`src/msecc_defs.svh`:
```
// Constants of the memory SEC-DED check block with byte parity.
// Assumes inclusion by bare name from the package and the modules.
// What this block does
// - Store 8 check bits per 64-bit word
// - Even parity per byte lane on buffer data
// - Parity kept per lane for partial writes
// - Check all lane parities, fold into check
// - Parity-error write reads back syndrome 0110 0111
// - Check bits from XOR trees over matrix
// - Read syndrome is recomputed XOR stored
// - Fixed matrix: check bit n one-hot
// - Single-error codes all of odd weight
// - Matching syndrome inverts the indicated bit
// - Other non-zero syndromes are uncorrectable
// - Uncorrectable read drives bad parity everywhere
// - Non-ECC memory bypasses generation and correction
// - Corrected data returned with correctable flag
`ifndef MSECC_DEFS_SVH
`define MSECC_DEFS_SVH
`define MSECC_DATA_W     64
`define MSECC_CHK_W      8
`define MSECC_LANES      8
`define MSECC_LANE_W     8
`define MSECC_WORD_W     72
`define MSECC_SYN_ZERO   8'h00
`define MSECC_SYN_PARERR 8'h67
`define MSECC_FIFO_DEPTH 4
`define MSECC_CNT_W      16
// Syndrome of each data bit, bit 63 first
`define MSECC_HMATRIX { \
  8'h4c, 8'h89, 8'h8a, 8'h34, 8'h64, 8'h85, 8'h51, 8'h91, \
  8'hf8, 8'h92, 8'hc8, 8'h1a, 8'h86, 8'h1f, 8'ha8, 8'hf4, \
  8'h61, 8'h25, 8'hc2, 8'h32, 8'h13, 8'h54, 8'h2a, 8'h2f, \
  8'hc1, 8'h68, 8'h8f, 8'hb0, 8'h70, 8'h07, 8'ha1, 8'h43, \
  8'hf1, 8'h83, 8'h52, 8'h0e, 8'h26, 8'hf2, 8'h31, 8'h15, \
  8'h4f, 8'h46, 8'h0b, 8'h2c, 8'he0, 8'h98, 8'h58, 8'ha2, \
  8'h94, 8'h16, 8'h38, 8'h4a, 8'h49, 8'h19, 8'h0d, 8'h29, \
  8'h45, 8'hd0, 8'ha4, 8'hc4, 8'h62, 8'h1c, 8'h8c, 8'h23}
`endif

```
`src/msecc_pkg.sv`:
```
// Types shared by the SEC-DED check block.
// Assumes msecc_defs.svh is on the include path.
`include "msecc_defs.svh"
package msecc_pkg;
  typedef logic [`MSECC_CHK_W-1:0] msecc_syn_type;
  typedef enum logic [2:0] {
    ERR_NONE   = 3'b001,
    ERR_CORR   = 3'b010,
    ERR_UNCORR = 3'b100
  } msecc_err_type;
  typedef struct packed {
    logic [`MSECC_DATA_W-1:0] data;
    logic [`MSECC_LANES-1:0]  par;
    msecc_syn_type            syn;
    logic                     ce;
    logic                     ue;
  } msecc_rd_type;
endpackage : msecc_pkg

```
`src/msecc_stream_if.sv`:
```
// Valid/ready stream carrier between the block's own modules.
// Assumes one clock shared by both ends.
`timescale 1ns/100ps
`default_nettype none
interface msecc_stream_if #(parameter int W = 8) ();
  logic         valid;
  logic         ready;
  logic [W-1:0] data;
  modport src (output valid, output data, input ready);
  modport snk (input valid, input data, output ready);
endinterface : msecc_stream_if
`default_nettype wire

```
`src/msecc_top.sv`:
```
// SEC-DED check block between the memory data buffers and DRAM.
// Assumes DRAM side logic runs on ref_clk_i; no pin crossing here.
`timescale 1ns/100ps
`default_nettype none
`include "msecc_defs.svh"
module msecc_top
  import msecc_pkg::*;
#(
  parameter int FIFO_DEPTH = `MSECC_FIFO_DEPTH,
  parameter int CNT_W      = `MSECC_CNT_W
) (
  input  wire logic                      ref_clk_i,       // Clock
  input  wire logic                      sys_rst_i,       // Reset, high
  input  wire logic                      ecc_en_i,        // Check memory
  input  wire logic                      cnt_clr_i,       // Clear counts
  input  wire logic                      wr_valid_i,      // Write offered
  output logic                           wr_ready_o,      // Write taken
  input  wire logic [`MSECC_DATA_W-1:0]  wr_data_i,       // Write data
  input  wire logic [`MSECC_LANES-1:0]   wr_par_i,        // Lane parity
  input  wire logic [`MSECC_LANES-1:0]   wr_be_i,         // Byte enables
  output logic                           mem_wr_valid_o,  // Word to DRAM
  input  wire logic                      mem_wr_ready_i,  // DRAM takes
  output logic      [`MSECC_WORD_W-1:0]  mem_wr_data_o,   // Data+check
  output logic      [`MSECC_LANES-1:0]   mem_wr_be_o,     // Byte enables
  output logic                           wr_perr_o,       // Lane par bad
  output logic      [`MSECC_LANES-1:0]   wr_perr_lane_o,  // Bad lanes
  input  wire logic                      mem_rd_valid_i,  // DRAM word
  output logic                           mem_rd_ready_o,  // Word taken
  input  wire logic [`MSECC_WORD_W-1:0]  mem_rd_data_i,   // Data+check
  output logic                           rd_valid_o,      // Read ready
  input  wire logic                      rd_ready_i,      // Buffer takes
  output logic      [`MSECC_DATA_W-1:0]  rd_data_o,       // Read data
  output logic      [`MSECC_LANES-1:0]   rd_par_o,        // Lane parity
  output logic      [`MSECC_CHK_W-1:0]   rd_syn_o,        // Syndrome
  output logic                           rd_ce_o,         // Corrected
  output logic                           rd_ue_o,         // Uncorrectable
  output logic      [CNT_W-1:0]          ce_count_o,      // CE total
  output logic      [CNT_W-1:0]          ue_count_o,      // UE total
  output logic      [`MSECC_CHK_W-1:0]   err_syn_o        // Last bad syn
);
  if (CNT_W < 1 || FIFO_DEPTH < 2) begin : g_bad
    $error("msecc_top: CNT_W >= 1 and FIFO_DEPTH >= 2 required");
  end

  localparam int DW = `MSECC_DATA_W;
  localparam int CW = `MSECC_CHK_W;
  localparam int LW = `MSECC_LANE_W;
  localparam int NL = `MSECC_LANES;
  localparam int RW = $bits(msecc_rd_type);
  localparam logic [DW*CW-1:0] HMAT = `MSECC_HMATRIX;

  // Write path: lane parity check and check-byte generation

  logic [NL-1:0] w_lane_bad;
  logic [CW-1:0] w_gen;
  logic [CW-1:0] w_chk;
  logic          w_fire;

  for (genvar k = 0; k < NL; k++) begin : g_wpar
    // Even parity: data byte plus its parity bit XOR to zero
    assign w_lane_bad[k] =
      ^{wr_par_i[k], wr_data_i[k*LW +: LW]};
  end

  msecc_chk_gen u_wr_gen (
    .data_i (wr_data_i),
    .chk_o  (w_gen)
  );

  // A poisoned write XORs the parity-error code into the check byte,
  // so a later read lands on a syndrome no single bit can produce
  always_comb begin
    w_chk = `MSECC_SYN_ZERO;
    if (ecc_en_i) begin
      w_chk = w_gen;
      if (|w_lane_bad) begin
        w_chk = w_gen ^ `MSECC_SYN_PARERR;
      end
    end
  end

  assign wr_ready_o = !mem_wr_valid_o || mem_wr_ready_i;
  assign w_fire     = wr_valid_i && wr_ready_o;

  always_ff @(posedge ref_clk_i) begin
    if (sys_rst_i) begin
      mem_wr_valid_o <= 1'b0;
    end else if (w_fire) begin
      mem_wr_valid_o <= 1'b1;
    end else if (mem_wr_ready_i) begin
      mem_wr_valid_o <= 1'b0;
    end
  end

  // Byte enables pass through; a partial write with checking on needs
  // the request logic to merge the old bytes first
  always_ff @(posedge ref_clk_i) begin
    if (sys_rst_i) begin
      mem_wr_data_o  <= '0;
      mem_wr_be_o    <= '0;
      wr_perr_lane_o <= '0;
    end else if (w_fire) begin
      mem_wr_data_o  <= {w_chk, wr_data_i};
      mem_wr_be_o    <= wr_be_i;
      wr_perr_lane_o <= w_lane_bad;
    end
  end

  assign wr_perr_o = mem_wr_valid_o && (|wr_perr_lane_o);

  // Read path: syndrome, classification and correction

  logic [DW-1:0]  r_data;
  logic [CW-1:0]  r_stored;
  logic [CW-1:0]  r_gen;
  msecc_syn_type  r_syn;
  logic [DW-1:0]  r_fix;
  logic           r_chk_hit;
  msecc_err_type  r_class;
  logic           r_ce;
  logic           r_ue;
  logic [DW-1:0]  r_data_c;
  logic [NL-1:0]  r_par;
  logic           r_fire;
  msecc_rd_type   r_word;
  msecc_rd_type   o_word;

  assign r_data   = mem_rd_data_i[DW-1:0];
  assign r_stored = mem_rd_data_i[`MSECC_WORD_W-1:DW];

  msecc_chk_gen u_rd_gen (
    .data_i (r_data),
    .chk_o  (r_gen)
  );

  // Without check storage the stored byte is meaningless; force zero
  assign r_syn =
    ecc_en_i ? (r_gen ^ r_stored) : `MSECC_SYN_ZERO;

  for (genvar i = 0; i < DW; i++) begin : g_fix
    assign r_fix[i] = r_syn == HMAT[i*CW +: CW];
  end

  // A lone set bit is a failed check bit: flagged, data left alone
  assign r_chk_hit = $onehot(r_syn);

  always_comb begin
    r_class = ERR_NONE;
    if (r_syn != `MSECC_SYN_ZERO) begin
      if ((|r_fix) || r_chk_hit) begin
        r_class = ERR_CORR;
      end else begin
        r_class = ERR_UNCORR;
      end
    end
  end

  assign r_ce     = r_class == ERR_CORR;
  assign r_ue     = r_class == ERR_UNCORR;
  assign r_data_c = r_data ^ r_fix;

  // The syndrome assumes clean write parity; an uncorrectable word is poisoned on every lane
  for (genvar k = 0; k < NL; k++) begin : g_rpar
    assign r_par[k] =
      (^r_data_c[k*LW +: LW]) ^ r_ue;
  end

  always_comb begin
    r_word      = '0;
    r_word.data = r_data_c;
    r_word.par  = r_par;
    r_word.syn  = r_syn;
    r_word.ce   = r_ce;
    r_word.ue   = r_ue;
  end

  // FIFO toward the buffer; its ready stalls the DRAM read stream

  msecc_stream_if #(.W(RW)) rq_in ();
  msecc_stream_if #(.W(RW)) rq_out ();

  assign rq_in.valid    = mem_rd_valid_i;
  assign rq_in.data     = r_word;
  assign mem_rd_ready_o = rq_in.ready;
  assign r_fire         = mem_rd_valid_i && rq_in.ready;

  msecc_fifo #(
    .W     (RW),
    .DEPTH (FIFO_DEPTH)
  ) u_rd_fifo (
    .clk_i (ref_clk_i),
    .rst_i (sys_rst_i),
    .in_s  (rq_in.snk),
    .out_s (rq_out.src)
  );

  assign o_word       = rq_out.data;
  assign rq_out.ready = rd_ready_i;
  assign rd_valid_o   = rq_out.valid;
  assign rd_data_o    = o_word.data;
  assign rd_par_o     = o_word.par;
  assign rd_syn_o     = o_word.syn;
  assign rd_ce_o      = rq_out.valid && o_word.ce;
  assign rd_ue_o      = rq_out.valid && o_word.ue;

  // Error statistics, counted as words enter the FIFO

  logic [CNT_W-1:0] ce_cnt_q;
  logic [CNT_W-1:0] ue_cnt_q;
  logic [CW-1:0]    syn_log_q;

  // An event in the clearing cycle counts as one; counts saturate
  // rather than wrap so a flood of errors never reads as few
  always_ff @(posedge ref_clk_i) begin
    if (sys_rst_i) begin
      ce_cnt_q <= '0;
    end else if (r_fire && r_ce) begin
      if (cnt_clr_i) ce_cnt_q <= CNT_W'(1);
      else if (ce_cnt_q != '1) ce_cnt_q <= ce_cnt_q + 1'b1;
    end else if (cnt_clr_i) begin
      ce_cnt_q <= '0;
    end
  end

  always_ff @(posedge ref_clk_i) begin
    if (sys_rst_i) begin
      ue_cnt_q <= '0;
    end else if (r_fire && r_ue) begin
      if (cnt_clr_i) ue_cnt_q <= CNT_W'(1);
      else if (ue_cnt_q != '1) ue_cnt_q <= ue_cnt_q + 1'b1;
    end else if (cnt_clr_i) begin
      ue_cnt_q <= '0;
    end
  end

  always_ff @(posedge ref_clk_i) begin
    if (sys_rst_i) begin
      syn_log_q <= `MSECC_SYN_ZERO;
    end else if (r_fire && (r_ce || r_ue)) begin
      syn_log_q <= r_syn;
    end
  end

  assign ce_count_o = ce_cnt_q;
  assign ue_count_o = ue_cnt_q;
  assign err_syn_o  = syn_log_q;

  logic [NL-1:0] o_lane_odd;
  for (genvar k = 0; k < NL; k++) begin : g_olane
    assign o_lane_odd[k] = ^{rd_par_o[k], rd_data_o[k*LW +: LW]};
  end
endmodule : msecc_top
`default_nettype wire

```
`src/msecc_chk_gen.sv`:
```
// XOR trees producing the check byte of a 64-bit data word.
// Assumes a purely combinational use on either path.
`timescale 1ns/100ps
`default_nettype none
`include "msecc_defs.svh"
module msecc_chk_gen (
  input  wire logic [`MSECC_DATA_W-1:0] data_i, // Data word
  output logic      [`MSECC_CHK_W-1:0]  chk_o   // Check byte
);
  localparam logic [`MSECC_DATA_W*`MSECC_CHK_W-1:0] HMAT = `MSECC_HMATRIX;
  // Each check bit covers the data bits whose syndrome has it set
  for (genvar j = 0; j < `MSECC_CHK_W; j++) begin : g_chk
    logic [`MSECC_DATA_W-1:0] sel;
    for (genvar i = 0; i < `MSECC_DATA_W; i++) begin : g_sel
      assign sel[i] = HMAT[i*`MSECC_CHK_W+j];
    end
    assign chk_o[j] = ^(data_i & sel);
  end
endmodule : msecc_chk_gen
`default_nettype wire

```
`src/msecc_fifo.sv`:
```
// Flip-flop FIFO with valid/ready on both sides.
// Assumes DEPTH a power of two, at least two.
`timescale 1ns/100ps
`default_nettype none
module msecc_fifo #(
  parameter int W     = 8,
  parameter int DEPTH = 4
) (
  input  wire logic   clk_i, // Clock
  input  wire logic   rst_i, // Synchronous reset, high
  msecc_stream_if.snk in_s,  // Filling side
  msecc_stream_if.src out_s  // Draining side
);
  localparam int AW = $clog2(DEPTH);
  if (DEPTH < 2 || (1 << AW) != DEPTH) begin : g_bad
    $error("msecc_fifo: DEPTH must be a power of two >= 2");
  end
  logic [W-1:0]  mem_q [DEPTH];
  logic [AW-1:0] wp_q;
  logic [AW-1:0] rp_q;
  logic [AW:0]   cnt_q;
  logic          push;
  logic          pop;
  assign in_s.ready  = cnt_q != (AW+1)'(DEPTH);
  assign out_s.valid = cnt_q != '0;
  assign out_s.data  = mem_q[rp_q];
  assign push        = in_s.valid && in_s.ready;
  assign pop         = out_s.valid && out_s.ready;
  always_ff @(posedge clk_i) begin
    if (push) begin
      mem_q[wp_q] <= in_s.data;
    end
  end
  // Pointers wrap naturally since DEPTH is a power of two
  always_ff @(posedge clk_i) begin
    if (rst_i) begin
      wp_q  <= '0;
      rp_q  <= '0;
      cnt_q <= '0;
    end else begin
      if (push) wp_q <= wp_q + 1'b1;
      if (pop) rp_q <= rp_q + 1'b1;
      if (push && !pop) cnt_q <= cnt_q + 1'b1;
      else if (pop && !push) cnt_q <= cnt_q - 1'b1;
    end
  end
endmodule : msecc_fifo
`default_nettype wire

```
`config.mk`:
```
export PLATFORM = sky130hd
export DESIGN_NAME = msecc_top
export DESIGN_NICKNAME = d
export VERILOG_FILES = /design/src/msecc_pkg.sv /design/src/msecc_stream_if.sv /design/src/msecc_top.sv /design/src/msecc_chk_gen.sv /design/src/msecc_fifo.sv
export VERILOG_INCLUDE_DIRS = /design/src
export SDC_FILE = /design/constraint.sdc
export NUM_CORES = 1
export LEC_CHECK = 0
export ABC_AREA = 1
export BUFFER_PORTS_ARGS = -buffer_cell sky130_fd_sc_hd__buf_2
export CORE_MARGIN = 2
export CORE_UTILIZATION = 35
export CTS_CLUSTER_SIZE = 10
export DETAILED_ROUTE_END_ITERATION = 16
export PLACE_DENSITY = 0.61
export SLEW_MARGIN = 15
export SYNTH_ARGS = -nofsm -noshare
export SYNTH_HDL_FRONTEND = slang
export SYNTH_SLANG_ARGS = --single-unit
```
`constraint.sdc`:
```
create_clock -name ref_clk_i -period 16.87 [get_ports ref_clk_i]
set_input_delay 5.061 -clock ref_clk_i [delete_from_list [all_inputs] [get_ports ref_clk_i]]
set_output_delay 5.061 -clock ref_clk_i [all_outputs]
set_load 0.01 [all_outputs]
```
==> flow_metrics.env, run 1 <==
export IMPL_status="finished, final reports clean"
export IMPL_ys_top_cells_by_area="edfxtp_1 (39%), dfxtp_1 (11%), nand2_1 (9.7%)"
export IMPL_comb_power_share_pct=36.5
export IMPL_overflow=0
export IMPL_die_h_um=273.5
export IMPL_yosysWarnings=0
export IMPL_arrival_ns=11.11
export IMPL_switchingPower_uw=1578
export IMPL_worst_setup_path_type="primary input to flop"
export IMPL_netlist_top_cells_count="nand2_1 (654), nor2_1 (392), edfxtp_1 (328)"
export IMPL_required_ns=17.20
export IMPL_setup_viol=0
export IMPL_dieArea_um2=74810
export IMPL_drc=0
export IMPL_pin_count=375
export IMPL_cp_num_cells=32
export IMPL_max_slew_margin_pct=25.61
export IMPL_max_cap_violations=0
export IMPL_final_antenna_net_count=0
export IMPL_cp_max_fo=11
export IMPL_cts_max_path_buffers=3
export IMPL_fillCellCount=7169
export IMPL_hold_violations=0
export IMPL_drt_wirelength_per_cell_um=18.80
export IMPL_rows=98
export IMPL_cp_slowest_cell="fa_1"
export IMPL_fin_crit_ns=10.78
export IMPL_routed_wl_mm=79.77
export IMPL_io_buffers=374
export IMPL_worstSetupEndpointType="flop"
export IMPL_antenna_found_initial=9
export IMPL_synth_edf_count=328
export IMPL_drive_above_1_share_pct=17.34
export IMPL_htree_num_levels=2
export IMPL_grt_pass1_vias=19610
export IMPL_grtUsageTotal_pct=20.91
export IMPL_min_path_type="flop to flop"
export IMPL_clockRootBuffer="clkbuf_16"
export IMPL_syn_avg_cell_area_um2=8.679
export IMPL_ys_async_sr_fraction_pct=0
export IMPL_slowest_delay_ns=0.51
export IMPL_dp_hpwl_mm=58.60
export IMPL_min_delay_worst_endpoint="mem_wr_data_o[71]"
export IMPL_clock_sinks=466
export IMPL_grt_pass1_wl_mm=118.9
export IMPL_min_path_cells=2
export IMPL_syn_num_nets=3108
export IMPL_hp_start="mem_wr_data_o[71]"
export IMPL_r2r_start="ue_count_o[0]"
export IMPL_synth_cell_type_count=45
export IMPL_power_internal_uw=2599
export IMPL_first_pass_iters=5
export IMPL_ir_drop_mv=0.09782
export IMPL_die_w_um=273.5
export IMPL_multi_input_area_um2=11540
export IMPL_syn_inst=2929
export IMPL_seq_area_um2=12620
export IMPL_initial_core_util_pct=35.44
export IMPL_ys_seq_area_share_pct=49.61
export IMPL_start_kind="primary input"
export IMPL_critical_path_startpoint="mem_rd_data_i[40]"
export IMPL_rsz0062_at_grt="no"
export IMPL_ctsResizeCount=0
export IMPL_cts_clk_slew_worst_paths_ns=0.06
export IMPL_post_drt_via_cell_ratio=4.900
export IMPL_slew_viol_final=0
export IMPL_power_share_switching_pct=37.78
export IMPL_cts_hold_repair_buffers=0
export IMPL_ys_ff_latch=466
export IMPL_reg2reg_slack_ns=13.35
export IMPL_whs_ns=0.4645
export IMPL_power_density_nw_per_um2=139.9
export IMPL_crit_buf_inv=8
export IMPL_p_seq_share_pct=36.4
export IMPL_via_count=20790
export IMPL_clock_skew_ns=0.01907
export IMPL_clkPwrFrac_pct=27.1
export IMPL_worstReg2RegEnd="ue_count_o[2]"
export IMPL_r2r_cells=13
export IMPL_tightestPinTransition_ns=1.115
export IMPL_fmax_mhz=92.74
export IMPL_grt_max_degree=93
export IMPL_post_cts_buffers=0
export IMPL_synth_top_area_share_pct=38.74
export IMPL_insertion_delay_ns=0.62
export IMPL_core_area_um2=71730
export IMPL_cp_top_family="adder cells"
export IMPL_syn_to_final_growth_pct=17.40
export IMPL_synth_top_cell_by_area="edfxtp_1"
export IMPL_finalNetCount=3441
export IMPL_gp_congestion=0.9553
export IMPL_drt_initial_drc_count=1500
export IMPL_leakagePower_uw=0.01270
export IMPL_synthFlopType="edfxtp_1"
export IMPL_syn_area_um2=25420
export IMPL_numCtsBuffers=56
export IMPL_finalCritPeriodShare_pct=63.92
export IMPL_cts_tree="yes"
export IMPL_yosysMostFrequentCell="nand2_1"
export IMPL_tns_ns=0
[power by group through the flow]
stage | clock network (uW) | registers, uW | logic, uW
after floorplan | 0 | 1540 | 1010
after global placement | 0 | 1540 | 1520
after detailed placement | 0 | 1540 | 1540
after CTS | 1160 | 1520 | 1540
after global routing | 1200 | 1540 | 1690
final | 1130 | 1520 | 1520
[registers in the layout, summed over array words and instances (netlist names), named ones only]
signal           cells
u_rd_fifo.mem_q    328
mem_wr_data_o       72
mem_wr_be_o          8
u_rd_fifo.rp_q       2
err_syn_o            8
mem_wr_valid_o       1
ue_count_o          16
u_rd_fifo.cnt_q      3
u_rd_fifo.wp_q       2
wr_perr_lane_o       8
ce_count_o          16
[cell families after synthesis]
| group | count (synthesis) | synth area share [%] |
|---|---|---|
| buffers and inverters | 334 | 5.123 |
| AND/OR/NAND/NOR | 1281 | 21.33 |
| flip-flops | 466 | 49.61 |
| XOR/XNOR | 402 | 13.94 |
| AO/OA/AOI/OAI | 427 | 8.913 |
| adder cells (fa/ha/maj) | 19 | 1.083 |
[placed cells by master, fill, tap and decap left out, types with 9 or more instances in the layout]
cell,count
nor2_1,388
a21oi_1,76
nand3_2,23
xnor2_1,156
nor2_4,15
nand3_1,125
nand2_1,653
clkbuf_1,12
dfxtp_1,136
nand4_1,10
edfxtp_1,328
nor3_1,9
inv_2,25
inv_1,190
buf_2,374
ha_1,14
o21ai_0,261
xor2_1,243
nand3b_1,9
clkbuf_16,57
o22ai_1,81
nand2_2,16
nor2_2,14
buf_4,15
[worst register-to-register path, cell delays in order (launching register included)]
cell and delay [ns]:
dfxtp_1 0.40, ha_1 0.21, nand2_1 0.06, nor2_1 0.08, inv_1 0.05, nor2_1 0.17
nand4_1 0.17, nor3b_1 0.32, nand2_1 0.13, nor4_1 0.47, nand3_1 0.58, nand3_2 0.50
nand3_1 0.13, a21oi_1 0.16
[layer usage]
layer	up-vias	GRT usage [%]	routed length, um	share of wire, %
met1	9718	25.51	32790	41
met5	-	0	21	0.026
met4	4	7.435	2770	3.5
li1	10270	-	-	-
met2	661	35.95	38490	48
met3	135	4.930	5698	7.1
[area by class of cell]
type	count	area share, %
inverters	220	2.779
clock buffers	72	5.068
diodes	5	0.04192
clock inverters	11	0.5408
repair buffers	389	6.649
well taps	950	3.983
flip-flops and latches	466	42.27
multi-input cells	2129	38.66
[stage by stage]
stage / std cells / cell area (um^2) / power, uW / util [%] / worst slack [ns]
CTS: 4237 / 29830 / 4219 / 41.59 / 6.128
floorplan: 2929 / 25420 / 2556 / - / 6.426
global route: 4237 / 29830 / 4420 / 41.59 / 5.503
global placement: 4154 / 28160 / 3062 / 39.26 / 5.598
detailed placement: 4154 / 28160 / 3081 / 39.26 / 5.491
finish: 4242 / 29850 / 4177 / 41.61 / 6.087
[how the worst max path moves through the flow]
| stage | to |
|---|---|
| after floorplan | wr_ready_o |
| after global placement | u_rd_fifo.mem_q[1][15] |
| after detailed placement | u_rd_fifo.mem_q[1][15] |
| after CTS | u_rd_fifo.mem_q[0][14] |
| after global routing | u_rd_fifo.mem_q[0][14] |
| final | u_rd_fifo.mem_q[1][15] |
Power figures use the tool's default switching activity.
==> inputs of run 2 (changes only) <==
==> constraint.sdc (replaced) <==
create_clock -name ref_clk_i -period 10.2 [get_ports ref_clk_i]
set_input_delay 3.06 -clock ref_clk_i [delete_from_list [all_inputs] [get_ports ref_clk_i]]
set_output_delay 3.06 -clock ref_clk_i [all_outputs]
set_load 0.01 [all_outputs]
==> run 2 against run 1 <==
Net effect:
- die area is the same
- non-clock buffer count rose by 3
- clock-buffer cell count up 1
- register-to-register slack got worse by 6.6 ns
- final area barely moved
- via count increased by 0.76%
- first-iteration DRC count grew 7.1%
- sequential power grew 67%
- clock power increased by 62%
- clock skew rose by 0.0042 ns
- total power increased by 65%
==> flow_metrics.env, run 2 (synthesized netlist as in run 1, its figures left out) <==
export IMPL_status="finished, final reports clean"
export IMPL_start_kind="primary input"
export IMPL_clkPwrFrac_pct=26.6
export IMPL_cp_slowest_cell="fa_1"
export IMPL_post_drt_via_cell_ratio=4.930
export IMPL_route_met2_wl_mm=38.46
export IMPL_numCtsBuffers=56
export IMPL_cts_hold_repair_buffers=0
export IMPL_grtUsageTotal_pct=20.74
export IMPL_die_h_um=273.5
export IMPL_tns_ns=0
export IMPL_syn_to_final_growth_pct=17.35
export IMPL_drt_initial_drc_count=1607
export IMPL_clockRootBuffer="clkbuf_16"
export IMPL_insertion_delay_ns=0.61
export IMPL_clock_skew_ns=0.02323
export IMPL_htree_num_levels=2
export IMPL_hold_violations=0
export IMPL_routed_wl_mm=79.83
export IMPL_worst_setup_path_type="primary input to flop"
export IMPL_met1Wirelength_mm=33.47
export IMPL_post_cts_buffers=0
export IMPL_comb_power_share_pct=36.6
export IMPL_overflow=0
export IMPL_power_share_switching_pct=38.22
export IMPL_rsz0062_at_grt="no"
export IMPL_cp_max_fo=11
export IMPL_fmax_mhz=115.0
export IMPL_cts_clk_slew_worst_paths_ns=0.06
export IMPL_dp_hpwl_mm=57.96
export IMPL_initial_core_util_pct=35.44
export IMPL_cts_max_path_buffers=3
export IMPL_finalCritPeriodShare_pct=85.25
export IMPL_switchingPower_uw=2628
export IMPL_worstSetupEndpointType="flop"
export IMPL_max_cap_violations=0
export IMPL_largest_register="u_rd_fifo.mem_q"
export IMPL_via_count=20940
export IMPL_power_internal_uw=4249
export IMPL_ir_drop_mv=0.1709
export IMPL_layout_commonest_cell="nand2_1"
export IMPL_instances_no_fill=4248
export IMPL_required_ns=10.61
export IMPL_dieArea_um2=74810
export IMPL_final_antenna_net_count=0
export IMPL_p_seq_share_pct=36.9
export IMPL_setup_viol=0
export IMPL_slowest_delay_ns=0.53
export IMPL_crit_top_cell="xor2_1"
export IMPL_core_area_um2=71730
export IMPL_arrival_ns=9.10
export IMPL_rows=98
export IMPL_antenna_found_initial=11
export IMPL_max_slew_margin_pct=23.09
export IMPL_die_w_um=273.5
export IMPL_slew_viol_final=0
export IMPL_gp_congestion=0.9599
export IMPL_tightestPinTransition_ns=1.152
export IMPL_clock_sinks=466
export IMPL_grt_max_degree=97
export IMPL_largest_reg_flops=328
export IMPL_cts_tree="yes"
export IMPL_drc=0
export IMPL_first_pass_iters=5
export IMPL_grt_pass1_wl_mm=118.1
export IMPL_leakagePower_uw=0.01269
export IMPL_pin_count=375
export IMPL_power_density_nw_per_um2=230.5
export IMPL_reg_top3="u_rd_fifo.mem_q (328), mem_wr_data_o (72)"
export IMPL_grt_pass1_vias=19260
export IMPL_min_path_type="flop to flop"
export IMPL_finalNetCount=3444
export IMPL_drive_above_1_share_pct=17.35
export IMPL_routed_top_layer="met5"
export IMPL_drt_wirelength_per_cell_um=18.79
export IMPL_dpl_cell_count=4157
export IMPL_final_cell_mix="nand2_1 (653), nor2_1 (388), buf_2 (374)"
export IMPL_ctsResizeCount=0
export IMPL_io_buffers=374
export IMPL_met3_wirelength_mm=5.410
export IMPL_fin_crit_ns=8.695
==> run 2: changes by cell type in the layout (fill, tap and decap cells not counted) <==
| cell | before | now |
|---|---|---|
| clkinv_16 | 0 | 1 |
| clkinv_8 | 0 | 1 |
| clkinv_1 | 4 | 6 |
| clkinvlp_4 | 1 | 0 |
| diode_2 | 5 | 7 |
| clkinv_4 | 0 | 1 |
| clkbuf_1 | 12 | 13 |
| bufinv_16 | 3 | 1 |
| buf_4 | 15 | 18 |
| inv_16 | 2 | 0 |
==> run 2: power by group through the flow <==
| stage | clock network (uW) | registers (uW) | logic [uW] |
|---|---|---|---|
| 2_1_floorplan | 0 | 2550 | 1680 |
| 3_3_place_gp | 0 | 2570 | 2510 |
| 3_5_place_dp | 0 | 2570 | 2540 |
| 4_1_cts | 1870 | 2540 | 2540 |
| 5_1_grt | 1940 | 2560 | 2770 |
| 6_report | 1830 | 2540 | 2520 |
==> run 2: worst paths after layout <==
check,start,endpoint,slack [ns],depth (start not counted)
max reg2reg,ue_count_o[0],ue_count_o[4],6.79,13
min reg2reg,mem_wr_data_o[66],mem_wr_data_o[66],0.46,2
max,mem_rd_data_i[40],u_rd_fifo.mem_q[1][15],1.50,32
min,mem_wr_data_o[66],mem_wr_data_o[66],0.46,2
==> run 2: area by class of cell <==
type                       instances  area [um^2]
timing repair buffer             392         2007
antenna                            7        17.52
clock inverter                    11        116.4
fill                            7101        41900
multi-input combinational       2129        11540
sequential                       466        12620
clock buffer                      73         1516
inverter                         220        829.5
tap                              950         1189
==> run 2: stage by stage <==
| stage | setup WS, ns | hold WS [ns] | util (%) | area (um^2) | power, uW |
|---|---|---|---|---|---|
| after floorplan | 2.036 | 0.4362 | - | 25420 | 4228 |
| after global placement | 1.053 | 0.4492 | 39.29 | 28180 | 5074 |
| after detailed placement | 0.9565 | 0.4557 | 39.29 | 28180 | 5109 |
| after CTS | 1.582 | 0.4652 | 41.56 | 29810 | 6951 |
| after global routing | 1.162 | 0.4826 | 41.57 | 29820 | 7265 |
| final | 1.505 | 0.4640 | 41.59 | 29830 | 6877 |
==> run 2: critical path, delay by kind of cell <==
kind | cells | cell delay (ns)
compound gates | 1 | 0.20
simple gates | 11 | 1.34
xor+xnor | 6 | 1.53
fa+ha+maj | 5 | 2.03
buf+inv | 9 | 0.93
==> run 2: routing by layer <==
| layer | track usage, % | vias up |
|---|---|---|
| met2 | 35.50 | 685 |
| met1 | 26.13 | 9842 |
| met4 | 6.629 | 8 |
| li1 | - | 10280 |
| met3 | 4.254 | 129 |
| met5 | 0 | - |
